## config.mk

```make
export PLATFORM = sky130hd
export DESIGN_NAME = spe_slave
export DESIGN_NICKNAME = d
export VERILOG_FILES = /design/src/design/spe_pkg.sv /design/src/design/spe_sync.sv /design/src/design/spe_cond.sv /design/src/design/spe_slave.sv
export SDC_FILE = /design/constraint.sdc
export NUM_CORES = 2
export LEC_CHECK = 0
export BUFFER_PORTS_ARGS = -buffer_cell sky130_fd_sc_hd__buf_2
export CORE_UTILIZATION = 30
export DETAILED_ROUTE_END_ITERATION = 10
export PLACE_DENSITY = 0.55
export SYNTH_ARGS = -nofsm -noshare
export SYNTH_HDL_FRONTEND = slang
export SYNTH_SLANG_ARGS = --single-unit
```

## constraint.sdc

```tcl
create_clock -name clock -period 5 [get_ports clock]
set_clock_uncertainty 0.05 [all_clocks]
set_input_delay 1 -clock clock [delete_from_list [all_inputs] [get_ports clock]]
set_output_delay 1 -clock clock [all_outputs]
set_load 0.02 [all_outputs]
```

## src/design/spe_pkg.sv

```systemverilog
// Shared constants and types of the protected two-wire memory slave.
package spe_pkg;

  localparam int ADDR_W = 8;
  localparam int DATA_W = 8;
  localparam int DEPTH = 256;

  localparam logic [3:0] MEM_PREFIX = 4'ha;
  localparam logic [3:0] PROT_PREFIX = 4'h6;
  localparam logic [7:0] LOW_HALF_LAST = 8'h7f;

  localparam logic [3:0] RX_BITS = 4'h8;
  localparam logic [3:0] TX_LAST_BIT = 4'h7;
  localparam logic [1:0] BYTE_SLAVE = 2'h0;
  localparam logic [1:0] BYTE_WORD = 2'h1;
  localparam logic [1:0] BYTE_DATA = 2'h2;

  // Pin order is {scl, sda, inhibit, strap a, strap b, strap c}.
  localparam logic [5:0] SYNC_INIT = 6'h30;
  localparam logic STANDBY_RST = 1'b1;
  localparam logic PROT_BLANK = 1'b0;

  typedef enum logic [5:0] {
    ST_IDLE = 6'h01,
    ST_RX = 6'h02,
    ST_RX_ACK = 6'h04,
    ST_TX = 6'h08,
    ST_TX_ACK = 6'h10,
    ST_WAIT = 6'h20
  } spe_state_t;

  typedef struct packed {
    logic scl;
    logic sda;
    logic scl_rise;
    logic scl_fall;
    logic start;
    logic stop;
  } spe_bus_t;

endpackage

```

## src/design/spe_sync.sv

```systemverilog
// Two-stage synchroniser for a group of asynchronous pins.
`timescale 1ns/1ps
`default_nettype none
module spe_sync #(
  parameter int W = 6,
  parameter logic [W-1:0] INIT = '0
) (
  input wire logic clock,
  input wire logic rst,
  input wire logic ce,
  input wire logic [W-1:0] d,
  output logic [W-1:0] q
);
  logic [W-1:0] meta_q;
  logic [W-1:0] sync_q;

  always_ff @(posedge clock) begin
    if (rst) begin
      meta_q <= INIT;
      sync_q <= INIT;
    end else if (ce) begin
      meta_q <= d;
      sync_q <= meta_q;
    end
  end

  assign q = sync_q;
endmodule
`default_nettype wire

```

## src/design/spe_cond.sv

```systemverilog
// Start, stop and clock edge detector on the synchronised bus lines.
`timescale 1ns/1ps
`default_nettype none
module spe_cond (
  input wire logic clock,
  input wire logic rst,
  input wire logic ce,
  input wire logic scl,
  input wire logic sda,
  output var spe_pkg::spe_bus_t ev
);
  logic scl_q;
  logic sda_q;

  always_ff @(posedge clock) begin
    if (rst) begin
      scl_q <= 1'b1;
      sda_q <= 1'b1;
    end else if (ce) begin
      scl_q <= scl;
      sda_q <= sda;
    end
  end

  always_comb begin
    ev.scl = scl;
    ev.sda = sda;
    ev.scl_rise = scl & ~scl_q;
    ev.scl_fall = ~scl & scl_q;
    ev.start = scl & scl_q & sda_q & ~sda; // [RQ7]
    ev.stop = scl & scl_q & ~sda_q & sda; // [RQ8]
  end
endmodule
`default_nettype wire

```

## src/design/spe_slave.sv

```systemverilog
// Two-wire slave engine with array and write protection.
`timescale 1ns/1ps
`default_nettype none
// What this block does, and what it relies on the bus master to do
// [RQ1] No array write while inhibit pin high.
// [RQ2] Inhibit input defaults low, writes enabled.
// [RQ3] Protection refuses writes to lower half.
// [RQ4] Protection bit is sticky and nonvolatile.
// [RQ5] Inhibit pin blocks whole array always.
// [RQ6] Protect command programs the protection bit.
// [RQ7] Data fall with clock high starts.
// [RQ8] Data rise with clock high stops.
// [RQ9] Stop after read enters standby.
// [RQ10] Data line changes only while clock low.
// [RQ11] Receiver pulls data low on ninth clock.
// [RQ12] Acknowledge only a matching slave address.
// [RQ13] Acknowledge every byte of a write.
// [RQ14] Send next byte after master acknowledge.
// [RQ15] On master no-ack, release and await stop.
// [RQ16] Prefix selects memory or protect command.
// [RQ17] Three address bits must match straps.
// [RQ18] Last address bit selects read or write.
// [RQ19] Data line pulled low or released only.
// [RQ20] Master ends every transfer with stop.
// [RQ21] Master keeps inhibit steady during transfer.
// [RQ22] Protect command bytes acknowledged, values ignored.
// [RQ23] No acknowledge for protect prefix with read.
// [RQ24] Further protect commands have no effect.
// [RQ25] Refused writes still complete the handshake.
module spe_slave (
  input wire logic clock,
  input wire logic rst,
  input wire logic ce,
  input wire logic scl_pin,
  input wire logic sda_in,
  output logic sda_out,
  output logic sda_oe,
  input wire logic write_inhibit_pin,
  input wire logic strap_addr_bit_a,
  input wire logic strap_addr_bit_b,
  input wire logic strap_addr_bit_c,
  output logic standby,
  output logic sw_protect
);
  logic [5:0] pins_raw;
  logic [5:0] pins_s;
  logic wi_s;
  logic [2:0] strap_s;
  spe_pkg::spe_bus_t ev;

  spe_pkg::spe_state_t st_q;
  logic [3:0] bit_cnt_q;
  logic [1:0] byte_cnt_q;
  logic [7:0] shift_q;
  logic [7:0] tx_q;
  logic [7:0] addr_q;
  logic is_read_q;
  logic is_prot_q;
  logic mst_ack_q;
  logic prot_pend_q;
  logic prot_q = spe_pkg::PROT_BLANK;
  logic sda_oe_q;
  logic sda_out_q;
  logic standby_q;
  logic [7:0] mem_q [0:spe_pkg::DEPTH-1];

  logic addr_match;
  logic ack_now;
  logic byte_done;
  logic wr_allowed;
  logic mem_we;
  logic tx_load;
  logic oe_event;
  logic [7:0] rd_data;

  assign pins_raw = {scl_pin, sda_in, write_inhibit_pin,
                     strap_addr_bit_a, strap_addr_bit_b, strap_addr_bit_c};

  // Inhibit resets to low so an idle pin leaves writes enabled. [RQ2]
  spe_sync #(
    .W(6),
    .INIT(spe_pkg::SYNC_INIT)
  ) u_sync (
    .clock(clock),
    .rst(rst),
    .ce(ce),
    .d(pins_raw),
    .q(pins_s)
  );

  assign wi_s = pins_s[3];
  assign strap_s = pins_s[2:0];

  spe_cond u_cond (
    .clock(clock),
    .rst(rst),
    .ce(ce),
    .scl(pins_s[5]),
    .sda(pins_s[4]),
    .ev(ev)
  );

  // Protect prefix is only taken with the write direction. [RQ16] [RQ23]
  assign addr_match = (shift_q[3:1] == strap_s) && // [RQ17]
    ((shift_q[7:4] == spe_pkg::MEM_PREFIX) ||
     ((shift_q[7:4] == spe_pkg::PROT_PREFIX) && !shift_q[0]));

  // Later bytes are only ever received in write mode. [RQ12] [RQ13] [RQ22]
  assign ack_now = (byte_cnt_q == spe_pkg::BYTE_SLAVE) ? addr_match
                                                        : !is_read_q;

  assign byte_done = (st_q == spe_pkg::ST_RX) && ev.scl_fall &&
                     (bit_cnt_q == spe_pkg::RX_BITS);

  // The inhibit level is sampled per byte, which is safe only because the
  // master holds it steady for the whole transfer. [RQ21]
  assign wr_allowed = !wi_s && // [RQ1] [RQ5]
                      !(prot_q && (addr_q <= spe_pkg::LOW_HALF_LAST)); // [RQ3]

  assign mem_we = byte_done && (byte_cnt_q == spe_pkg::BYTE_DATA) &&
                  !is_prot_q && wr_allowed; // [RQ25]

  assign tx_load = ev.scl_fall &&
    (((st_q == spe_pkg::ST_RX_ACK) && is_read_q) ||
     ((st_q == spe_pkg::ST_TX_ACK) && mst_ack_q)); // [RQ14]

  assign rd_data = mem_q[addr_q];
  assign oe_event = ev.scl_fall | ev.start | ev.stop;

  // Protocol sequencer; data line moves only on a clock fall. [RQ10]
  always_ff @(posedge clock) begin
    if (rst) begin
      st_q <= spe_pkg::ST_IDLE;
      bit_cnt_q <= 4'h0;
      byte_cnt_q <= spe_pkg::BYTE_SLAVE;
      sda_oe_q <= 1'b0;
      is_read_q <= 1'b0;
      is_prot_q <= 1'b0;
      mst_ack_q <= 1'b0;
    end else if (ce) begin
      if (ev.stop) begin
        st_q <= spe_pkg::ST_IDLE; // [RQ8] [RQ20]
        sda_oe_q <= 1'b0;
      end else if (ev.start) begin
        st_q <= spe_pkg::ST_RX; // [RQ7]
        bit_cnt_q <= 4'h0;
        byte_cnt_q <= spe_pkg::BYTE_SLAVE;
        sda_oe_q <= 1'b0;
      end else begin
        case (st_q)
          spe_pkg::ST_RX: begin
            if (ev.scl_rise) begin
              bit_cnt_q <= bit_cnt_q + 4'h1;
            end else if (byte_done) begin
              if (ack_now) begin
                st_q <= spe_pkg::ST_RX_ACK;
                sda_oe_q <= 1'b1; // [RQ11] [RQ12] [RQ13]
                if (byte_cnt_q == spe_pkg::BYTE_SLAVE) begin
                  is_read_q <= shift_q[0]; // [RQ18]
                  is_prot_q <= (shift_q[7:4] == spe_pkg::PROT_PREFIX);
                end
              end else begin
                st_q <= spe_pkg::ST_WAIT; // [RQ12]
              end
            end
          end
          spe_pkg::ST_RX_ACK: begin
            if (ev.scl_fall) begin
              bit_cnt_q <= 4'h0;
              if (byte_cnt_q != spe_pkg::BYTE_DATA) begin
                byte_cnt_q <= byte_cnt_q + 2'h1;
              end
              if (is_read_q) begin
                st_q <= spe_pkg::ST_TX;
                sda_oe_q <= !rd_data[7]; // [RQ19]
              end else begin
                st_q <= spe_pkg::ST_RX;
                sda_oe_q <= 1'b0; // [RQ11]
              end
            end
          end
          spe_pkg::ST_TX: begin
            if (ev.scl_fall) begin
              if (bit_cnt_q == spe_pkg::TX_LAST_BIT) begin
                st_q <= spe_pkg::ST_TX_ACK;
                sda_oe_q <= 1'b0; // [RQ11] [RQ14]
              end else begin
                bit_cnt_q <= bit_cnt_q + 4'h1;
                sda_oe_q <= !tx_q[6]; // [RQ19]
              end
            end
          end
          spe_pkg::ST_TX_ACK: begin
            if (ev.scl_rise) begin
              mst_ack_q <= !ev.sda; // [RQ14]
            end else if (ev.scl_fall) begin
              if (mst_ack_q) begin
                st_q <= spe_pkg::ST_TX;
                bit_cnt_q <= 4'h0;
                sda_oe_q <= !rd_data[7]; // [RQ14]
              end else begin
                st_q <= spe_pkg::ST_WAIT; // [RQ15]
              end
            end
          end
          spe_pkg::ST_WAIT: begin
            sda_oe_q <= 1'b0; // [RQ15]
          end
          spe_pkg::ST_IDLE: begin
            sda_oe_q <= 1'b0;
          end
          default: begin
            st_q <= spe_pkg::ST_IDLE;
            sda_oe_q <= 1'b0;
          end
        endcase
      end
    end
  end

  always_ff @(posedge clock) begin
    if (rst) begin
      shift_q <= 8'h00;
    end else if (ce) begin
      if (ev.start) begin
        shift_q <= 8'h00;
      end else if ((st_q == spe_pkg::ST_RX) && ev.scl_rise) begin
        shift_q <= {shift_q[6:0], ev.sda};
      end
    end
  end

  always_ff @(posedge clock) begin
    if (rst) begin
      tx_q <= 8'h00;
    end else if (ce) begin
      if (tx_load) begin
        tx_q <= rd_data;
      end else if ((st_q == spe_pkg::ST_TX) && ev.scl_fall) begin
        tx_q <= {tx_q[6:0], 1'b0};
      end
    end
  end

  // Writes roll within a 16-byte page, reads roll over the whole array.
  always_ff @(posedge clock) begin
    if (rst) begin
      addr_q <= 8'h00;
    end else if (ce) begin
      if (byte_done && (byte_cnt_q == spe_pkg::BYTE_WORD) && !is_prot_q) begin
        addr_q <= shift_q;
      end else if (byte_done && (byte_cnt_q == spe_pkg::BYTE_DATA) &&
                   !is_prot_q) begin
        addr_q <= {addr_q[7:4], addr_q[3:0] + 4'h1};
      end else if (tx_load) begin
        addr_q <= addr_q + 8'h01;
      end
    end
  end

  // The array is nonvolatile, so reset leaves its contents alone.
  always_ff @(posedge clock) begin
    if (ce && mem_we) begin
      mem_q[addr_q] <= shift_q; // [RQ1] [RQ3] [RQ25]
    end
  end

  // Protect bytes are acknowledged but their values never stored. [RQ22]
  always_ff @(posedge clock) begin
    if (rst) begin
      prot_pend_q <= 1'b0;
    end else if (ce) begin
      if (ev.start || ev.stop) begin
        prot_pend_q <= 1'b0;
      end else if (byte_done && (byte_cnt_q == spe_pkg::BYTE_DATA) &&
                   is_prot_q) begin
        prot_pend_q <= 1'b1; // [RQ6]
      end
    end
  end

  // No reset and no clear path: the bit models a fuse that survives
  // power loss, so once set it can only stay set. [RQ4] [RQ24]
  always_ff @(posedge clock) begin
    if (ce && ev.stop && prot_pend_q) begin
      prot_q <= 1'b1; // [RQ6]
    end
  end

  always_ff @(posedge clock) begin
    if (rst) begin
      standby_q <= spe_pkg::STANDBY_RST;
    end else if (ce) begin
      if (ev.stop) begin
        standby_q <= 1'b1; // [RQ9]
      end else if (ev.start) begin
        standby_q <= 1'b0;
      end
    end
  end

  // The pad data is held at zero; only the enable toggles. [RQ19]
  always_ff @(posedge clock) begin
    if (rst) begin
      sda_out_q <= 1'b0;
    end else if (ce) begin
      sda_out_q <= 1'b0;
    end
  end

  assign sda_out = sda_out_q;
  assign sda_oe = sda_oe_q;
  assign standby = standby_q;
  assign sw_protect = prot_q;

  drive_low_a: assert property ( // [RQ19]
    @(posedge clock) disable iff (rst) sda_oe_q |-> !sda_out_q)
    else $error("Data line driven high.");

  hw_block_a: assert property ( // [RQ1]
    @(posedge clock) disable iff (rst) (ce && mem_we) |-> !wi_s)
    else $error("Array written while inhibit is high.");

  low_half_a: assert property ( // [RQ3]
    @(posedge clock) disable iff (rst)
    (ce && mem_we && prot_q) |-> (addr_q > spe_pkg::LOW_HALF_LAST))
    else $error("Protected lower half written.");

  prot_keep_a: assert property ( // [RQ4]
    @(posedge clock) disable iff (rst) prot_q |=> prot_q)
    else $error("Protection bit cleared.");

  prot_program_a: assert property ( // [RQ6]
    @(posedge clock) disable iff (rst)
    (ce && ev.stop && prot_pend_q) |=> (prot_q && !prot_pend_q))
    else $error("Protect command did not program.");

  start_rx_a: assert property ( // [RQ7]
    @(posedge clock) disable iff (rst)
    (ce && ev.start) |=> ((st_q == spe_pkg::ST_RX) && !sda_oe_q &&
                          (bit_cnt_q == 4'h0)))
    else $error("Start did not open a new address byte.");

  stop_standby_a: assert property ( // [RQ9]
    @(posedge clock) disable iff (rst)
    (ce && ev.stop) |=> ((st_q == spe_pkg::ST_IDLE) && standby_q &&
                         !sda_oe_q))
    else $error("Stop did not return to standby.");

  oe_scl_low_a: assert property ( // [RQ10]
    @(posedge clock) disable iff (rst)
    $changed(sda_oe_q) |-> $past(oe_event))
    else $error("Data drive changed outside a clock fall.");

  ninth_ack_a: assert property ( // [RQ11]
    @(posedge clock) disable iff (rst)
    (st_q == spe_pkg::ST_RX_ACK) |-> sda_oe_q)
    else $error("Acknowledge not driven low.");

  addr_ok_a: assert property ( // [RQ23]
    @(posedge clock) disable iff (rst)
    ((st_q == spe_pkg::ST_RX_ACK) && (byte_cnt_q == spe_pkg::BYTE_SLAVE))
    |-> ((shift_q[3:1] == strap_s) &&
         ((shift_q[7:4] == spe_pkg::MEM_PREFIX) ||
          ((shift_q[7:4] == spe_pkg::PROT_PREFIX) && !shift_q[0]))))
    else $error("Foreign slave address acknowledged.");

  write_ack_a: assert property ( // [RQ13]
    @(posedge clock) disable iff (rst)
    (ce && byte_done && (byte_cnt_q != spe_pkg::BYTE_SLAVE) && !is_read_q)
    |=> ((st_q == spe_pkg::ST_RX_ACK) && sda_oe_q))
    else $error("Write byte not acknowledged.");

  next_byte_a: assert property ( // [RQ14]
    @(posedge clock) disable iff (rst)
    (ce && tx_load) |=> ((st_q == spe_pkg::ST_TX) && (bit_cnt_q == 4'h0)))
    else $error("Next read byte not started.");

  nack_wait_a: assert property ( // [RQ15]
    @(posedge clock) disable iff (rst)
    (ce && (st_q == spe_pkg::ST_TX_ACK) && ev.scl_fall && !mst_ack_q)
    |=> ((st_q == spe_pkg::ST_WAIT) && !sda_oe_q))
    else $error("Transmission went on after no acknowledge.");
endmodule
`default_nettype wire

```

# ---- Word-level counts from Yosys, hierarchy flattened
# Memories as Yosys holds them, arrays and structs flattened.
# Cells that the tools add are included.
dict set report totals {
  reg_bits 54
  output_inout_bits 4
  ram_bits 2048
  in_bits 9
  memories 1
  word_cells 167
}
# memory depth width read_ports rd_ports_with_merged_regs write_ports line_no
set mem_list {}
lappend mem_list {mem_q 256 8 1 0 1 spe_slave.sv:65} ;# logic [7:0] mem_q [0:spe_pkg::DEPTH-1];
dict set report op_classes {
  mux 51
  magnitude_cmp 1
  n_bitwise 14
  add_sub_neg 4
  eq_ne 32
  reduce_logical 48
}
# operator count
set ops {}
lappend ops {{6-bit two-way mux} 11}
lappend ops {{8-bit two-way mux} 5}
lappend ops {{4-bit two-way mux} 9}
lappend ops {{4-bit inequality test (second input constant)} 9}
lappend ops {{6-bit case mux with 5 select lines} 1}
lappend ops {{3-bit inequality test (second input constant)} 7}
lappend ops {{9-bit AND reduction} 2}
lappend ops {{1-bit two-way mux} 17}
lappend ops {{1-bit logical AND} 16}
lappend ops {{4-bit case mux with 4 select lines} 1}
lappend ops {{7-bit two-way mux} 2}
lappend ops {{2-bit nonzero test} 7}
lappend ops {{10-bit AND reduction} 1}
lappend ops {{5-bit AND reduction} 2}
lappend ops {{4-bit by 1-bit adder with 4-bit output (second input constant)} 2}
lappend ops {{8-bit by 1-bit adder with 8-bit output (second input constant)} 1}
lappend ops {{4-bit by 3-bit == test with 1-bit output (second input constant)} 2}
lappend ops {{4-bit == test (second input constant)} 2}
lappend ops {{8-bit by 7-bit less-or-equal comparator with 1-bit output (second input constant)} 1}
lappend ops {{1-bit logical NOT} 8}
lappend ops {{2-bit two-way mux} 4}
lappend ops {{2-bit AND reduction} 4}
lappend ops {{8-bit AND reduction} 1}
lappend ops {{1-bit bitwise AND} 7}
lappend ops {{other kinds (20)} 28}

# ---- Logic depth before layout (Yosys ltp)
dict set report logic_depth {
  word_depth 11
  ltp_mapped 11
  mapped_depth_nobuf 9
}

# ---- Hierarchy
# From an unflattened synthesis, not the netlist that was laid out.
dict set report unflattened {
  hier_cells 3739
  area_unflattened_um2 80800.0
}
# mod cells_per_inst seq_area_each_um2 area_each_um2 n_inst
set by_module_without_submodules {}
lappend by_module_without_submodules {spe_slave 3687 62299.8 80231.9 1}
lappend by_module_without_submodules {spe_sync 39 240.2 446.7 1}
lappend by_module_without_submodules {spe_cond 13 40.0 121.4 1}

# ---- Worst setup path after synthesis
# Ideal clock, no wire load.
dict set report synth_path {
  path_type {register -> register}
  startpoint {reg shift_q[2]}
  endpoint {reg sda_oe_q, in the netlist sda_oe}
  path_slack_ns -0.511
  required_time_ns 4.825
  path_buffers 0
  period_less_slack_ns 5.511
  setup_ns 0.125
  stages_incl_launch_ff 8
  arrival_time_ns 5.336
  cell_sequence {dfxtp_1 xor2_1 or4b_2 o221a_2 o21a_1 o31a_1 a31oi_1 o2bb2ai_1}
}
dict set report synth_between {
  elab_chain_len 5
}
# item line_no
set synth_rtl {}
lappend synth_rtl {{start: declaration} spe_slave.sv:54} ;# logic [7:0] shift_q;
lappend synth_rtl {{start signal: assignment} spe_slave.sv:228} ;# shift_q <= {shift_q[6:0], ev.sda};
lappend synth_rtl {{3-bit == test} spe_slave.sv:104} ;# assign addr_match = (shift_q[3:1] == strap_s) &&
lappend synth_rtl {{1-bit logical AND} spe_slave.sv:104}
lappend synth_rtl {{1-bit two-way mux} spe_slave.sv:109} ;# assign ack_now = (byte_cnt_q == spe_pkg::BYTE_SLAVE) ? addr_match
lappend synth_rtl {{4-bit inequality test (no line)} --}
lappend synth_rtl {{9-bit AND reduction (no line)} --}
lappend synth_rtl {{end signal: assignment} spe_slave.sv:175} ;# sda_oe_q <= !rd_data[7];
lappend synth_rtl {{end signal: assignment} spe_slave.sv:189} ;# sda_oe_q <= !tx_q[6];
lappend synth_rtl {{end signal: assignment} spe_slave.sv:200} ;# sda_oe_q <= !rd_data[7];
lappend synth_rtl {{end: declaration} spe_slave.sv:62} ;# logic sda_oe_q;
# Every way passes these cells.
# A chain may end at the register's enable or synchronous reset.

# ---- Worst setup path in the final report
dict set report layout_path {
  startpoint {reg st_q[5]}
  endpoint {mem mem_q[133][1], enable pin}
}
dict set report layout_between {
  elab_chain_len 9
}
# item line_no
set layout_rtl {}
lappend layout_rtl {{start: declaration} spe_slave.sv:51} ;# spe_pkg::spe_state_t st_q;
lappend layout_rtl {{start signal: assignment} spe_slave.sv:133} ;# st_q <= spe_pkg::ST_IDLE;
lappend layout_rtl {{start signal: assignment} spe_slave.sv:142} ;# st_q <= spe_pkg::ST_IDLE;
lappend layout_rtl {{start signal: assignment} spe_slave.sv:145} ;# st_q <= spe_pkg::ST_RX;
lappend layout_rtl {{6-bit by 2-bit == test with 1-bit output} spe_slave.sv:112} ;# assign byte_done = (st_q == spe_pkg::ST_RX) && ev.scl_fall &&
lappend layout_rtl {{1-bit logical AND (2 in a row)} spe_slave.sv:112}
lappend layout_rtl {{1-bit logical AND} --}
lappend layout_rtl {{1-bit logical AND} spe_slave.sv:120} ;# assign mem_we = byte_done && (byte_cnt_q == spe_pkg::BYTE_DATA) &&
lappend layout_rtl {{1-bit logical AND} spe_slave.sv:121} ;# !is_prot_q && wr_allowed;
lappend layout_rtl {{1-bit logical AND} spe_slave.sv:263} ;# if (ce && mem_we) begin
lappend layout_rtl {{1-bit two-way mux} spe_slave.sv:263}
lappend layout_rtl {{1-bit two-way mux (not written as such)} spe_slave.sv:264} ;# mem_q[addr_q] <= shift_q;
lappend layout_rtl {{end: declaration} spe_slave.sv:65}
# Every way passes these cells.

==> flow_metrics.env <==
export IMPL_status="completed"
export IMPL_yosysMostFrequentCell="edfxtp_1"
export IMPL_maxSlewViolCount=0
export IMPL_required_ns=5.43
export IMPL_synth_top_cell_by_area="edfxtp_1"
export IMPL_fin_area_mm2=0.0969
export IMPL_cts_tree="done"
export IMPL_grt_ovfl_total=0
export IMPL_fin_nets=4975
export IMPL_area_delta_synth_final_pct=20.1
export IMPL_max_cap_violations=0
export IMPL_cellPowerDensity_mw_per_mm2=369
export IMPL_endpoint_kind="register"
export IMPL_boundaryPins=13
export IMPL_synth_area_leaders="edfxtp_1, mux4_2, a22oi_1"
export IMPL_drt_wl_total_um=176000
export IMPL_setup_tns_final_ns=0
export IMPL_cp_arrival_ns=4.45
export IMPL_htree_levels=4
export IMPL_viasPerCell=4.53
export IMPL_antenna_left=0
export IMPL_holdWs_ns=0.332
export IMPL_wl_per_cell_um=20.2
export IMPL_startpoint="st_q[5]$_SDFFE_PP0P_"
export IMPL_port_buffers=10
export IMPL_ctsHoldBuffers=0
export IMPL_worstHoldStart="sda_in"
export IMPL_grt_total_usage_pct=13.0
export IMPL_start_kind="register"
export IMPL_hold_violations=0
export IMPL_fin_util_pct=36.2
export IMPL_first_global_vias=40719
export IMPL_antenna_found_initial=6
export IMPL_synth_top_cell_area_share_pct=76.2
export IMPL_synth_common_cells="edfxtp_1, mux4_2, a22oi_1, nor2_1, a21oi_1"
export IMPL_cts_made_buffers=217
export IMPL_drc=0
export IMPL_start_util_pct=30.1
export IMPL_grt_pass1_wl_um=262000
export IMPL_cts_root_buf="clkbuf_16"
export IMPL_core_area_mm2=0.268
export IMPL_cts_num_sinks=2102
export IMPL_rsz0062_at_grt="no"
export IMPL_maxSlewHeadroom_pct=13.9
export IMPL_finalSetupViolCount=0
export IMPL_path_class="reg -> reg"
export IMPL_post_cts_resized=0
export IMPL_drt_iter0_markers=3358
export IMPL_fp_dieH_um=521
export IMPL_hold_path_class="in -> reg"
export IMPL_post_route_min_period_ns=4.03
export IMPL_dp_cells=8290
export IMPL_clk_latency_ns=0.86
export IMPL_clk_pin_slew_ns=0.06
export IMPL_worstMarginPinSlew_ns=1.29
export IMPL_finalPower_mw=35.8
export IMPL_ys_warn_count=0
export IMPL_dr_pass1_iters=7
export IMPL_via_count=39437
export IMPL_r2r_start="st_q[5]$_SDFFE_PP0P_"
export IMPL_grt_max_degree=194
export IMPL_die_width_um=521
export IMPL_ys_async_sr_fraction_pct=0
export IMPL_cts_post_setup_buffers_inserted=0
export IMPL_critPathMaxFanout=16
export IMPL_place_ws_ns=1.07
export IMPL_syn_cell_area_mm2=0.0807
export IMPL_dieArea_mm2=0.271
export IMPL_final_cells=8700
export IMPL_layout_setup_ws_ns=0.972
export IMPL_syn_inst=3700
export IMPL_place_gp_congestion=0.794
export IMPL_synth_edff_count=2048
export IMPL_syn_area_per_cell_um2=21.8
export IMPL_period_share_pct=80.6
export IMPL_drive_above_1_share_pct=21.3
export IMPL_clk_path_buf_depth=3
export IMPL_hpwl_um=101000
export IMPL_nFillCells=25023
export IMPL_fmax_ghz=0.248
export IMPL_ys_ff_latch=2102
export IMPL_synth_main_ff_cell="edfxtp_1"
export IMPL_ir_drop_v=0.000361
export IMPL_placed_area_mm2=0.0898
export IMPL_p_leak_nw=32.9
export IMPL_rows=190
export IMPL_ys_seq_area_share_pct=77.6
export IMPL_synth_cell_types=65
[report_power, final]
group / leakage [nW] / switching (mW) / total [mW] / internal [mW]
Sequential: 21.0 / 0.0835 / 19.5 / 19.5
Clock: 3.46 / 6.72 / 15.9 / 9.15
Combinational: 8.41 / 0.236 / 0.369 / 0.133
[cell type report]
type                       instances  area (µm²)  share of cell area, %
sequential                      2102       62600                   64.6
antenna                            3        7.51                0.00775
timing repair buffer             226        1910                   1.97
clock buffer                     269        5670                   5.85
tap                             3552        4440                   4.59
inverter                          15        56.3                 0.0581
multi-input combinational       2395       20800                   21.5
clock inverter                   138        1390                   1.43
[worst max-delay path: stages (launching register included)]
cell and delay [ns]:
dfxtp_1 0.38, nor4_2 0.47, nand2_1 0.30, or3_1 0.58, nor3_2 0.51, nand2_1 0.56, nor2_1 0.80
[state kept, by name, summed over array words and instances, names as in the netlist]
signal / count
u_sync.q: 6
shift_q: 8
sda_oe: 1
tx_q: 7
addr_q: 8
standby: 1
mst_ack_q: 1
mem_q: 2048
u_cond.scl_q: 1
u_cond.sda_q: 1
byte_cnt_q: 2
is_read_q: 1
bit_cnt_q: 4
st_q: 6
u_sync.meta_q: 6
is_prot_q: 1
[per-layer routing]
layer	up-vias	track usage [%]	wire, µm
met5	-	0	22
met4	4	4.07	4600
met3	263	2.70	11000
met2	1056	21.4	85200
met1	20866	17.3	75200
li1	17248	-	-
[placed cells by master, fill, tap and decap left out, types with 5 or more instances in the layout]
| cell | netlist | layout |
|---|---|---|
| edfxtp_1 | 2048 | 2048 |
| conb_1 | 2 | 1026 |
| mux4_2 | 525 | 525 |
| a22oi_1 | 224 | 224 |
| clkbuf_16 | 0 | 217 |
| buf_4 | 15 | 197 |
| nor2_1 | 172 | 169 |
| a21oi_1 | 154 | 154 |
| nand2_1 | 69 | 67 |
| clkinv_1 | 1 | 49 |
| clkinv_2 | 0 | 45 |
| dfxtp_1 | 54 | 43 |
| clkbuf_1 | 110 | 43 |
| o41ai_1 | 29 | 29 |
| nand3_1 | 24 | 24 |
| o21ai_0 | 24 | 24 |
| mux2i_1 | 23 | 23 |
| bufinv_16 | 0 | 21 |
| buf_12 | 0 | 19 |
| inv_1 | 14 | 14 |
| dfxtp_4 | 0 | 11 |
| buf_2 | 21 | 10 |
| nor3_1 | 9 | 9 |
| ha_1 | 9 | 9 |
| nor2b_1 | 10 | 8 |
| and2_1 | 8 | 7 |
| a41oi_1 | 6 | 6 |
| clkinvlp_4 | 0 | 6 |
| inv_6 | 0 | 5 |
| clkbuf_2 | 0 | 5 |
[cells by family (layout without fill, tap and decap cells)]
family | Yosys count | count (layout) | share of synthesized area, %
flops | 2102 | 2102 | 77.6
buf+inv | 227 | 648 | 1.47
fa+ha+maj | 9 | 9 | 0.140
mux | 549 | 549 | 15.0
xor+xnor | 6 | 6 | 0.0651
simple gates | 330 | 330 | 1.84
other cells | 2 | 1029 | 0.00931
compound gates | 475 | 475 | 3.95
[worst paths after layout]
kind                            slack, ns  cells after the start                             to
worst min-delay path                 0.33                      3  u_sync.meta_q[4]$_SDFFE_PP1P_
worst max-delay path                 0.97                      6        mem_q[133][1]$_DFFE_PP_
worst max register to register       0.97                      6        mem_q[133][1]$_DFFE_PP_
worst min register to register       0.43                      2  u_sync.meta_q[4]$_SDFFE_PP1P_
Power figures use the tool's default switching activity.
